File: config.mk
export PLATFORM = sky130hd
export DESIGN_NAME = reference_input_selector
export DESIGN_NICKNAME = d
export VERILOG_FILES = /design/src/logic/reference_input_selector.v
export VERILOG_INCLUDE_DIRS = /design/src /design/src/logic
export SDC_FILE = /design/constraint.sdc
export NUM_CORES = 1
export LEC_CHECK = 0
export BUFFER_PORTS_ARGS = -buffer_cell sky130_fd_sc_hd__buf_2
export CAP_MARGIN = 5
export CORE_MARGIN = 2
export CORE_UTILIZATION = 42
export CTS_BUF_LIST = sky130_fd_sc_hd__clkbuf_8 sky130_fd_sc_hd__clkbuf_16
export DETAILED_ROUTE_END_ITERATION = 7
export PLACE_DENSITY = 0.69
export SETUP_SLACK_MARGIN = 0.4
export SLEW_MARGIN = 20
export SYNTH_ARGS = -nofsm -noshare
export SYNTH_HDL_FRONTEND = slang
export SYNTH_SLANG_ARGS = --single-unit
File: constraint.sdc
create_clock -name sys_clk -period 9.6 [get_ports sys_clk]
set_clock_uncertainty 0.2 [all_clocks]
set_input_delay 0.96 -clock sys_clk [delete_from_list [all_inputs] [get_ports sys_clk]]
set_output_delay 0.96 -clock sys_clk [all_outputs]
set_load 0.005 [all_outputs]
File: src/logic/ref_select_defines.vh
// Constants for the reference input selector.
// Included by the selector module; holds definitions only.
`ifndef REF_SELECT_DEFINES_VH
`define REF_SELECT_DEFINES_VH

// Selection mode encodings
`define MODE_MANUAL      2'h0
`define MODE_AUTO        2'h1
`define MODE_SHORT_HOLD  2'h2
`define MODE_AUTO_HOLD   2'h3
`define MODE_AUTO_BIT    0

// Manual input choice encodings
`define CHOICE_CLK0      2'h0
`define CHOICE_CLK1      2'h1
`define CHOICE_CLK2      2'h2
`define CHOICE_CLK3      2'h3

// Reset values
`define MODE_RESET       2'h0
`define CHOICE_RESET     2'h0
`define PRIO_RESET       8'he4

// Per-input fields
`define NUM_INPUTS       4
`define PRIO_WIDTH       2
`define PRIO_LOWEST      2'h0
`define PRIO_MSB         7

// One-hot selector state codes
`define STATE_MANUAL     3'h1
`define STATE_TRACK      3'h2
`define STATE_HOLD       3'h4

// Output reset values and one-hot base
`define ACTIVE_RESET     2'h0
`define REF_SEL_RESET    4'h1
`define REF_ONE_HOT_BASE 4'h1
`define LOST_RESET       1'h0

`endif

File: src/logic/reference_input_selector.v
// Reference input selector for the first-stage jitter cleaner loop.
// Assumes signal-loss flags and configuration arrive synchronous to sys_clk,
// and that cfgWrite loads all three configuration fields together.

`timescale 1ns/1ps
`default_nettype none

`include "ref_select_defines.vh"

module reference_input_selector (
  input  wire       sys_clk,
  input  wire       nrst,
  input  wire       cfgWrite,
  input  wire [1:0] refSelectModeIn,
  input  wire [1:0] manualChoiceIn,
  input  wire [7:0] inputPriorityLevelIn,
  input  wire [3:0] signalLossFlag,
  output reg  [1:0] refSelectMode,
  output reg  [1:0] manualChoice,
  output reg  [7:0] inputPriorityLevel,
  output reg  [1:0] activeInput,
  output reg  [3:0] jitterCleanerLoopRefSel,
  output reg        allInputsLost
);

  // ----------------------------------------------------------------
  // State codes
  // ----------------------------------------------------------------
  // Manual routing, automatic tracking, automatic hold with all lost.
  localparam [2:0] ST_MANUAL = `STATE_MANUAL;
  localparam [2:0] ST_TRACK  = `STATE_TRACK;
  localparam [2:0] ST_HOLD   = `STATE_HOLD;

  // ----------------------------------------------------------------
  // Internal signals
  // ----------------------------------------------------------------
  wire [1:0] prio [0:3];
  wire [3:0] inputUsable;
  wire       autoMode;
  reg  [1:0] autoPick;
  reg  [1:0] bestPrio;
  reg        anyValid;
  reg  [2:0] state;
  reg  [2:0] next_state;
  reg  [1:0] next_activeInput;
  integer    i;
  genvar     g;

  // ----------------------------------------------------------------
  // Configuration fields
  // ----------------------------------------------------------------
  // Priority byte packs input 0 in bits 7:6 down to input 3 in bits 1:0.
  always @(posedge sys_clk or negedge nrst) begin
    if (!nrst) begin
      refSelectMode <= `MODE_RESET;
    end else if (cfgWrite) begin
      refSelectMode <= refSelectModeIn;
    end
  end

  always @(posedge sys_clk or negedge nrst) begin
    if (!nrst) begin
      manualChoice <= `CHOICE_RESET;
    end else if (cfgWrite) begin
      manualChoice <= manualChoiceIn;
    end
  end

  always @(posedge sys_clk or negedge nrst) begin
    if (!nrst) begin
      inputPriorityLevel <= `PRIO_RESET;
    end else if (cfgWrite) begin
      inputPriorityLevel <= inputPriorityLevelIn;
    end
  end

  // Only the low mode bit matters here; the holdover variants share routing.
  assign autoMode = refSelectMode[`MODE_AUTO_BIT];

  // ----------------------------------------------------------------
  // Per-input qualification
  // ----------------------------------------------------------------
  generate
    for (g = 0; g < `NUM_INPUTS; g = g + 1) begin : gInput
      assign prio[g] =
        inputPriorityLevel[`PRIO_MSB - `PRIO_WIDTH * g -: `PRIO_WIDTH];
      assign inputUsable[g] = ~signalLossFlag[g];
    end
  endgenerate

  // ----------------------------------------------------------------
  // Automatic pick
  // ----------------------------------------------------------------
  // Scan from the last input down with >=, so the lowest index wins ties.
  always @* begin
    autoPick = `CHOICE_CLK0;
    bestPrio = `PRIO_LOWEST;
    anyValid = 1'b0;
    for (i = `NUM_INPUTS - 1; i >= 0; i = i - 1) begin
      if (inputUsable[i] &&
          (!anyValid || prio[i] >= bestPrio)) begin
        autoPick = i[1:0];
        bestPrio = prio[i];
        anyValid = 1'b1;
      end
    end
  end

  // ----------------------------------------------------------------
  // Selector state machine
  // ----------------------------------------------------------------
  // Re-evaluated every cycle, so automatic mode tracks the best usable
  // input while any is usable; revertive and hold-off timing are not modelled.
  always @* begin
    next_state = ST_MANUAL;
    case (state)
      ST_MANUAL: begin
        if (autoMode && anyValid)
          next_state = ST_TRACK;
        else if (autoMode)
          next_state = ST_HOLD;
        else
          next_state = ST_MANUAL;
      end
      ST_TRACK: begin
        if (!autoMode)
          next_state = ST_MANUAL;
        else if (!anyValid)
          next_state = ST_HOLD;
        else
          next_state = ST_TRACK;
      end
      ST_HOLD: begin
        if (!autoMode)
          next_state = ST_MANUAL;
        else if (anyValid)
          next_state = ST_TRACK;
        else
          next_state = ST_HOLD;
      end
      default: begin
        next_state = ST_MANUAL;
      end
    endcase
  end

  always @(posedge sys_clk or negedge nrst) begin
    if (!nrst) begin
      state <= ST_MANUAL;
    end else begin
      state <= next_state;
    end
  end

  // ----------------------------------------------------------------
  // Reference choice
  // ----------------------------------------------------------------
  // With every input lost, automatic mode keeps the last reference, which
  // lets the loop ride on its oscillator instead of hopping to a dead input.
  always @* begin
    next_activeInput = activeInput;
    case (next_state)
      ST_MANUAL: begin
        next_activeInput = manualChoice;
      end
      ST_TRACK: begin
        next_activeInput = autoPick;
      end
      ST_HOLD: begin
        next_activeInput = activeInput;
      end
      default: begin
        next_activeInput = `CHOICE_CLK0;
      end
    endcase
  end

  // ----------------------------------------------------------------
  // Output registers
  // ----------------------------------------------------------------
  always @(posedge sys_clk or negedge nrst) begin
    if (!nrst) begin
      activeInput <= `ACTIVE_RESET;
    end else begin
      activeInput <= next_activeInput;
    end
  end

  // Decoded from the next index so select and index move on one edge.
  always @(posedge sys_clk or negedge nrst) begin
    if (!nrst) begin
      jitterCleanerLoopRefSel <= `REF_SEL_RESET;
    end else begin
      jitterCleanerLoopRefSel <= `REF_ONE_HOT_BASE << next_activeInput;
    end
  end

  // Reported in every mode, though only automatic mode acts on it.
  always @(posedge sys_clk or negedge nrst) begin
    if (!nrst) begin
      allInputsLost <= `LOST_RESET;
    end else begin
      allInputsLost <= ~anyValid;
    end
  end

endmodule

`default_nettype wire

==> impl_metrics.env, run 1 <==
export IMPL_syn_cell_area_sq_um=1124
export IMPL_num_rows=18
export IMPL_diodes=0
export IMPL_synth_top_area_share_pct=35.63
export IMPL_hp_class="flop to flop"
export IMPL_routed_wl_mm=2.113
export IMPL_cts_resized=0
export IMPL_max_clock_freq_ghz=0.2155
export IMPL_port_buffers=37
export IMPL_critPathCaptureType="flop"
export IMPL_drc=0
export IMPL_critical_path_max_stage_delay_ps=390
export IMPL_final_antenna_net_count=0
export IMPL_hold_viol_final=0
export IMPL_root_buffer="clkbuf_8"
export IMPL_hold_buffers=0
export IMPL_die_area_sq_um=3105
export IMPL_synth_top_family_by_area="compound AO/OA/AOI/OAI gates"
export IMPL_synthAdderAreaFrac_pct=6.682
export IMPL_post_cts_buffers=0
export IMPL_die_h_um=55.72
export IMPL_placed_cell_area_sq_um=1331
export IMPL_drt_first_pass_iters=4
export IMPL_cp_cell_sequence="buf_2 > nor2b_1 > ha_1 > nand2b_1 > a21oi_1 > a21oi_1 > mux2_2 > ha_1 > o21ai_0 > a21oi_1 > mux2_2 > ha_1 > nand2b_1 > a21oi_1 > o211a_2 > nor2_2 > a2111oi_2"
export IMPL_synthXorXnorAreaFrac_pct=0.7795
export IMPL_path_clk_slew_ps=80
export IMPL_power_density_nw_per_um2=204.3
export IMPL_tightest_slew_ps=492.9
export IMPL_worstPathMaxFanout=7
export IMPL_grt_pass1_wl_mm=3.574
export IMPL_drtIter0Drc=11
export IMPL_cp_top_family="compound AO/OA/AOI/OAI gates"
export IMPL_p_leak_nw=0.6957
export IMPL_final_common_cell="buf_2"
export IMPL_num_nets_final=166
export IMPL_ctsLongestPathBuffers=2
export IMPL_ir_drop_v=0.0001081
export IMPL_synth_area_leader_cell="dfrtp_1"
export IMPL_synth_mux_area_share_pct=12.25
export IMPL_ys_seq_area_share_pct=49.67
export IMPL_grt_max_degree=23
export IMPL_setup_violations=0
export IMPL_cts_tree="done"
export IMPL_cpMostUsedCell="a21oi_1"
export IMPL_path_buf_inv=1
export IMPL_crit_path_start_kind="input pin"
export IMPL_wl_per_cell_um=12.43
export IMPL_vias_per_cell=5.100
export IMPL_syn_inst=102
export IMPL_gr_usage_all_layers_pct=14.38
export IMPL_vias=867
export IMPL_worstSetupPathType="input pin to flop"
export IMPL_fin_area_sq_um=1386
export IMPL_syn_to_final_growth_pct=23.39
export IMPL_num_io_pins=38
export IMPL_initial_core_util_pct=44.94
export IMPL_cp_required_ps=9550
export IMPL_antenna_found_initial=0
export IMPL_post_route_period_util_pct=48.34
export IMPL_core_sq_um=2500
export IMPL_run_status="finished, final reports clean"
export IMPL_dp_slack_ps=4698
export IMPL_clock_sinks=22
export IMPL_ys_warn_count=0
export IMPL_min_period_ps=4641
export IMPL_grt_ovfl_total=0
export IMPL_arrival_ps=4590
export IMPL_critPathSlowestCell="mux2_2"
export IMPL_clk_latency_ps=260
export IMPL_mostFrequentLayoutCells="buf_2, dfrtp_1, nand2_1"
export IMPL_synth_fp_nets=127
export IMPL_max_slew_margin_pct=67.14
export IMPL_fin_ws_ps=4959
export IMPL_synth_compound_area_share_pct=15.14
export IMPL_slew_viol_final=0
export IMPL_die_w_um=55.72
export IMPL_cts_buffers=3
export IMPL_cap_violations=0
export IMPL_drive_gt1_share_pct=47.14
export IMPL_synth_distinct_cells=32
export IMPL_avgSynthCellArea_sq_um=11.02
export IMPL_grt_pass1_vias=840
export IMPL_yosys_top_cells_area="dfrtp_1, dfstp_2, mux2_2"
export IMPL_gp_congestion=0.8207
export IMPL_rsz0062_at_grt="no"
export IMPL_num_fill_cells=230
export IMPL_cts_max_level=1
export IMPL_ys_ff_latch=22
export IMPL_totalNegativeSetupSlack_ps=0
export IMPL_hpwlAfterDp_mm=1.642
export IMPL_synthSimpleGateAreaFrac_pct=10.80
## worst register-to-register path, cell delays in order, from the launching register on
cell       delay, ps
dfstp_2          540
inv_1             50
ha_1             260
nand2b_1          90
a21oi_1           80
a21oi_1          220
mux2_2           380
ha_1             280
o21ai_0           80
a21oi_1          350
mux2_2           390
ha_1             260
nand2b_1         140
a21oi_1          150
o211a_2          280
nor2_2            60
a2111oi_2        350
## layer usage
metal / track usage, % / wire, um / vias up
met2: 23.98 / 984 / 30
met1: 18.02 / 950 / 406
li1: - / - / 427
met3: 2.791 / 140 / 4
met4: 6.272 / 38 / 0
met5: 0 / 0 / -
## cells by family (layout without fill, tap and decap cells)
group | Yosys count | count (layout)
XOR/XNOR | 1 | 1
flip-flops | 22 | 22
multiplexers | 11 | 11
adder cells (fa/ha/maj) | 6 | 6
AO/OA/AOI/OAI | 25 | 25
buffers and inverters | 13 | 51
AND/OR/NAND/NOR | 24 | 24
## cells in the mapped netlist
| master | number |
|---|---|
| nand2_1 | 11 |
| mux2i_4 | 1 |
| dfrtp_1 | 16 |
| nor2b_1 | 1 |
| o211a_4 | 1 |
| mux2_2 | 9 |
| o21ai_1 | 1 |
| a221oi_1 | 1 |
| mux2i_2 | 1 |
| o21a_1 | 1 |
| o221a_2 | 1 |
| a21o_1 | 2 |
| ha_1 | 6 |
| o21ai_0 | 9 |
| a2111oi_2 | 1 |
| clkbuf_1 | 2 |
| dfstp_2 | 6 |
| nand2b_1 | 2 |
| inv_2 | 1 |
| nand2_4 | 1 |
| nand3_1 | 1 |
| xor2_1 | 1 |
| and4_1 | 1 |
| nor3_1 | 2 |
| a21oi_1 | 7 |
| or2_2 | 1 |
| and2_1 | 1 |
| nor2_1 | 2 |
| nor2_2 | 1 |
| o211a_2 | 1 |
| inv_1 | 9 |
| buf_4 | 1 |
## worst paths after layout
| check | startpoint | endpoint | slack [ps] | cells after the start |
|---|---|---|---|---|
| worst max-delay path | signalLossFlag[3] | jitterCleanerLoopRefSel[1]$_DFF_PN0_ | 4960 | 17 |
| worst min-delay path | refSelectMode[1]$_DFFE_PN0P_ | refSelectMode[1]$_DFFE_PN0P_ | 310 | 1 |
| worst max register to register | inputPriorityLevel[2]$_DFFE_PN1P_ | jitterCleanerLoopRefSel[1]$_DFF_PN0_ | 5320 | 16 |
| worst min register to register | refSelectMode[1]$_DFFE_PN0P_ | refSelectMode[1]$_DFFE_PN0P_ | 310 | 1 |
| max in group asynchronous | nrst | inputPriorityLevel[5]$_DFFE_PN1P_ | 8390 | 1 |
| min in group asynchronous | nrst | state[1]$_DFF_PN0_ | 450 | 1 |
## stage by stage
| stage | hold slack [ps] | std cells | util (%) | power, mW |
|---|---|---|---|---|
| finish | 306.1 | 170 | 55.46 | 0.2832 |
| CTS | 311.1 | 170 | 55.46 | 0.2875 |
| global placement | 284.9 | 166 | 53.25 | 0.2166 |
| detailed placement | 292.4 | 166 | 53.25 | 0.2203 |
| floorplan | 296.6 | 102 | - | 0.1886 |
| global route | 341.5 | 170 | 55.46 | 0.3010 |
## power breakdown
part	switching [mW]	leakage (nW)	total, mW	internal [mW]
Sequential	0.00978	0.263	0.125	0.116
Clock	0.0299	0.0288	0.0664	0.0365
Combinational	0.0455	0.404	0.0913	0.0459
Total	0.0851	0.696	0.283	0.198
## state kept, by name (all words and copies together), names as in the netlist
register                 flops
activeInput                  2
refSelectMode                2
state                        3
jitterCleanerLoopRefSel      4
allInputsLost                1
manualChoice                 2
inputPriorityLevel           8
## area by class of cell
cell class / instances / area (sq um) / share of cell area [%]
multi-input combinational: 67 / 513.0 / 37.00
timing repair buffer: 37 / 185.2 / 13.36
clock buffer: 4 / 55.05 / 3.971
tap: 30 / 37.54 / 2.708
inverter: 10 / 37.54 / 2.708
sequential: 22 / 558.0 / 40.25
Note: power is estimated with default switching activity, not from simulation.
==> inputs of run 2 (changes only) <==
--- a/config.mk
+++ b/config.mk
@@ -12,7 +12,7 @@
 export CORE_UTILIZATION = 42
 export CTS_BUF_LIST = sky130_fd_sc_hd__clkbuf_8 sky130_fd_sc_hd__clkbuf_16
 export DETAILED_ROUTE_END_ITERATION = 7
-export PLACE_DENSITY = 0.69
+export PLACE_DENSITY = 0.71
 export SETUP_SLACK_MARGIN = 0.4
 export SLEW_MARGIN = 20
 export SYNTH_ARGS = -nofsm -noshare
==> constraint.sdc (replaced) <==
create_clock -name sys_clk -period 4.2 [get_ports sys_clk]
set_clock_uncertainty 0.2 [all_clocks]
set_input_delay 0.42 -clock sys_clk [delete_from_list [all_inputs] [get_ports sys_clk]]
set_output_delay 0.42 -clock sys_clk [all_outputs]
set_load 0.005 [all_outputs]
==> run 2 against run 1 <==
Highest routed layer unchanged. Clock power is 91% higher. Routed wire length is 19% higher. Global-route usage is 3.1 points higher. Power grew to 2.6 times the previous value. Largest cell class is now multi-input gates. Final area is 17% higher. Combinational power grew to 3.4 times the previous value. Worst hold slack worse by 140 ps. Critical path type is now flop to flop.
==> impl_metrics.env, run 2 (synthesis results as in run 1) <==
export IMPL_cp_cell_sequence="inv_2 > ha_4 > nand2b_4 > a21oi_4 > a21oi_4 > mux2_4 > ha_4 > o21ai_4 > a21oi_4 > mux2_4 > ha_4 > nand2b_4 > a21oi_2 > o211a_4 > buf_4 > buf_4 > a21o_1"
export IMPL_clock_sinks=22
export IMPL_critPathCaptureType="flop"
export IMPL_root_buffer="clkbuf_8"
export IMPL_critical_path_max_stage_delay_ps=540
export IMPL_drive_gt1_share_pct=59.60
export IMPL_vias=925
export IMPL_reg2reg_to="activeInput[0]$_DFF_PN0_"
export IMPL_drt_first_pass_iters=3
export IMPL_drtIter0Drc=12
export IMPL_totalNegativeSetupSlack_ps=0
export IMPL_mostFrequentLayoutCells="buf_2, dfrtp_1, nand2_1"
export IMPL_arrival_ps=3720
export IMPL_drc=0
export IMPL_gp_congestion=0.7861
export IMPL_final_antenna_net_count=0
export IMPL_path_clk_slew_ps=70
export IMPL_syn_to_final_growth_pct=44.88
export IMPL_die_w_um=55.72
export IMPL_cap_violations=0
export IMPL_hp_class="input pin to flop"
export IMPL_path_buf_inv=3
export IMPL_diodes=0
export IMPL_ctsLongestPathBuffers=2
export IMPL_tightest_slew_ps=471.5
export IMPL_run_status="finished, final reports clean"
export IMPL_multi_input_area_sq_um=671.9
export IMPL_hold_viol_final=0
export IMPL_vias_per_cell=5.110
export IMPL_dp_slack_ps=30.77
export IMPL_final_common_cell="buf_2"
export IMPL_cts_tree="done"
export IMPL_hpwlAfterDp_mm=1.703
export IMPL_r2r_slack_ps=430
export IMPL_min_from="inputPriorityLevelIn[4]"
export IMPL_power_mw=0.7229
export IMPL_register_area_sq_um=558.0
export IMPL_grt_pass1_vias=963
export IMPL_max_slew_margin_pct=68.57
export IMPL_grt_ovfl_total=0
export IMPL_p_leak_nw=0.7866
export IMPL_reg2reg_depth=17
export IMPL_cp_top_family="compound AO/OA/AOI/OAI gates"
export IMPL_port_buffers=37
export IMPL_clk_latency_ps=260
export IMPL_slew_viol_final=0
export IMPL_worstSetupPathType="flop to flop"
export IMPL_cts_max_level=1
export IMPL_num_fill_cells=191
export IMPL_initial_core_util_pct=44.94
export IMPL_die_area_sq_um=3105
export IMPL_ir_drop_v=0.0002873
export IMPL_grt_max_degree=23
export IMPL_gr_usage_all_layers_pct=17.45
export IMPL_r2r_start="inputPriorityLevel[2]$_DFFE_PN1P_"
export IMPL_crit_path_start_kind="flop"
export IMPL_min_period_ps=3766
export IMPL_critPathSlowestCell="dfstp_2"
export IMPL_setup_violations=0
export IMPL_max_clock_freq_ghz=0.2655
export IMPL_num_rows=18
export IMPL_antenna_found_initial=0
export IMPL_worstPathMaxFanout=4
export IMPL_die_h_um=55.72
export IMPL_hold_depth=3
export IMPL_cts_buffers=3
export IMPL_regMostFlops="inputPriorityLevel"
export IMPL_cp_required_ps=4150
export IMPL_top_regs="inputPriorityLevel (8), jitterCleanerLoopRefSel (4), state (3)"
export IMPL_power_density_nw_per_um2=444.1
export IMPL_post_route_period_util_pct=89.66
export IMPL_routed_wl_mm=2.518
export IMPL_grt_pass1_wl_mm=4.229
export IMPL_core_sq_um=2500
export IMPL_rsz0062_at_grt="yes"
export IMPL_num_io_pins=38
export IMPL_wl_per_cell_um=13.91
export IMPL_holdPathEnd="inputPriorityLevel[4]$_DFFE_PN0P_"
export IMPL_largest_reg_flops=8
export IMPL_num_nets_final=178
export IMPL_fin_ws_ps=434.2
run 2: cell types whose count changed in the layout (fill, tap and decap cells not counted), moves of 3 or more:
cell / change
a21oi_1: -4
a21oi_4: +3
buf_4: +10
ha_1: -4
ha_4: +4
mux2_2: -3
mux2_4: +3
run 2: area by class of cell:
| cell class | count | area share (%) |
|---|---|---|
| clock buffers | 3 | 2.537 |
| inverters | 10 | 2.306 |
| well taps | 30 | 2.306 |
| flip-flops and latches | 22 | 34.28 |
| repair buffers | 49 | 17.29 |
| multi-input cells | 67 | 41.28 |
run 2: layer usage:
layer	GRT usage (%)	share of wire, %
met4	6.969	1.9
met1	20.81	40
met3	3.256	5.8
met2	30.78	52
met5	0	0
run 2: where the power goes:
part	switching (mW)	total (mW)	internal, mW
logic	0.143	0.308	0.165
registers	0.0234	0.288	0.265
clock network	0.0629	0.127	0.0640
run 2: worst max path at each step:
| stage | start | end | slack [ps] | depth (start not counted) |
|---|---|---|---|---|
| final | inputPriorityLevel[2]$_DFFE_PN1P_ | activeInput[0]$_DFF_PN0_ | 430 | 17 |
| after global routing | inputPriorityLevel[2]$_DFFE_PN1P_ | jitterCleanerLoopRefSel[1]$_DFF_PN0_ | 330 | 16 |
| after CTS | inputPriorityLevel[2]$_DFFE_PN1P_ | activeInput[0]$_DFF_PN0_ | 400 | 17 |
| after detailed placement | signalLossFlag[3] | jitterCleanerLoopRefSel[2]$_DFF_PN0_ | 30 | 17 |
| after global placement | signalLossFlag[3] | jitterCleanerLoopRefSel[2]$_DFF_PN0_ | 170 | 17 |
| after floorplan | inputPriorityLevel[2]$_DFFE_PN1P_ | jitterCleanerLoopRefSel[2]$_DFF_PN0_ | 410 | 16 |
run 2: worst register-to-register path, cell delays in order, from the launching register on:
cell and delay (ps):
dfstp_2 540, inv_2 50, ha_4 260, nand2b_4 120, a21oi_4 60, a21oi_4 150, mux2_4 340, ha_4 280
o21ai_4 60, a21oi_4 190, mux2_4 330, ha_4 260, nand2b_4 110, a21oi_2 50, o211a_4 250, buf_4 140
buf_4 120, a21o_1 140
run 2: repair_timing:
action | 4_1_cts | 5_1_grt
hold buffers | 1 | 0
endpoints found under the setup margin | 4 | 6
gates resized for setup | 14 | 5
pin swaps | 4 | 3
endpoints found under the hold margin | 16 | 0
buffers inserted | 9 | 2
run 2: through the flow:
| step | area, sq um | utilization, % | instances | hold WS (ps) |
|---|---|---|---|---|
| floorplan | 1150 | - | 102 | -75.59 |
| global placement | 1358 | 54.30 | 166 | 204.5 |
| detailed placement | 1358 | 54.30 | 166 | 202.8 |
| CTS | 1573 | 62.91 | 179 | 165.5 |
| global route | 1628 | 65.12 | 181 | 191.0 |
| finish | 1628 | 65.12 | 181 | 166.8 |
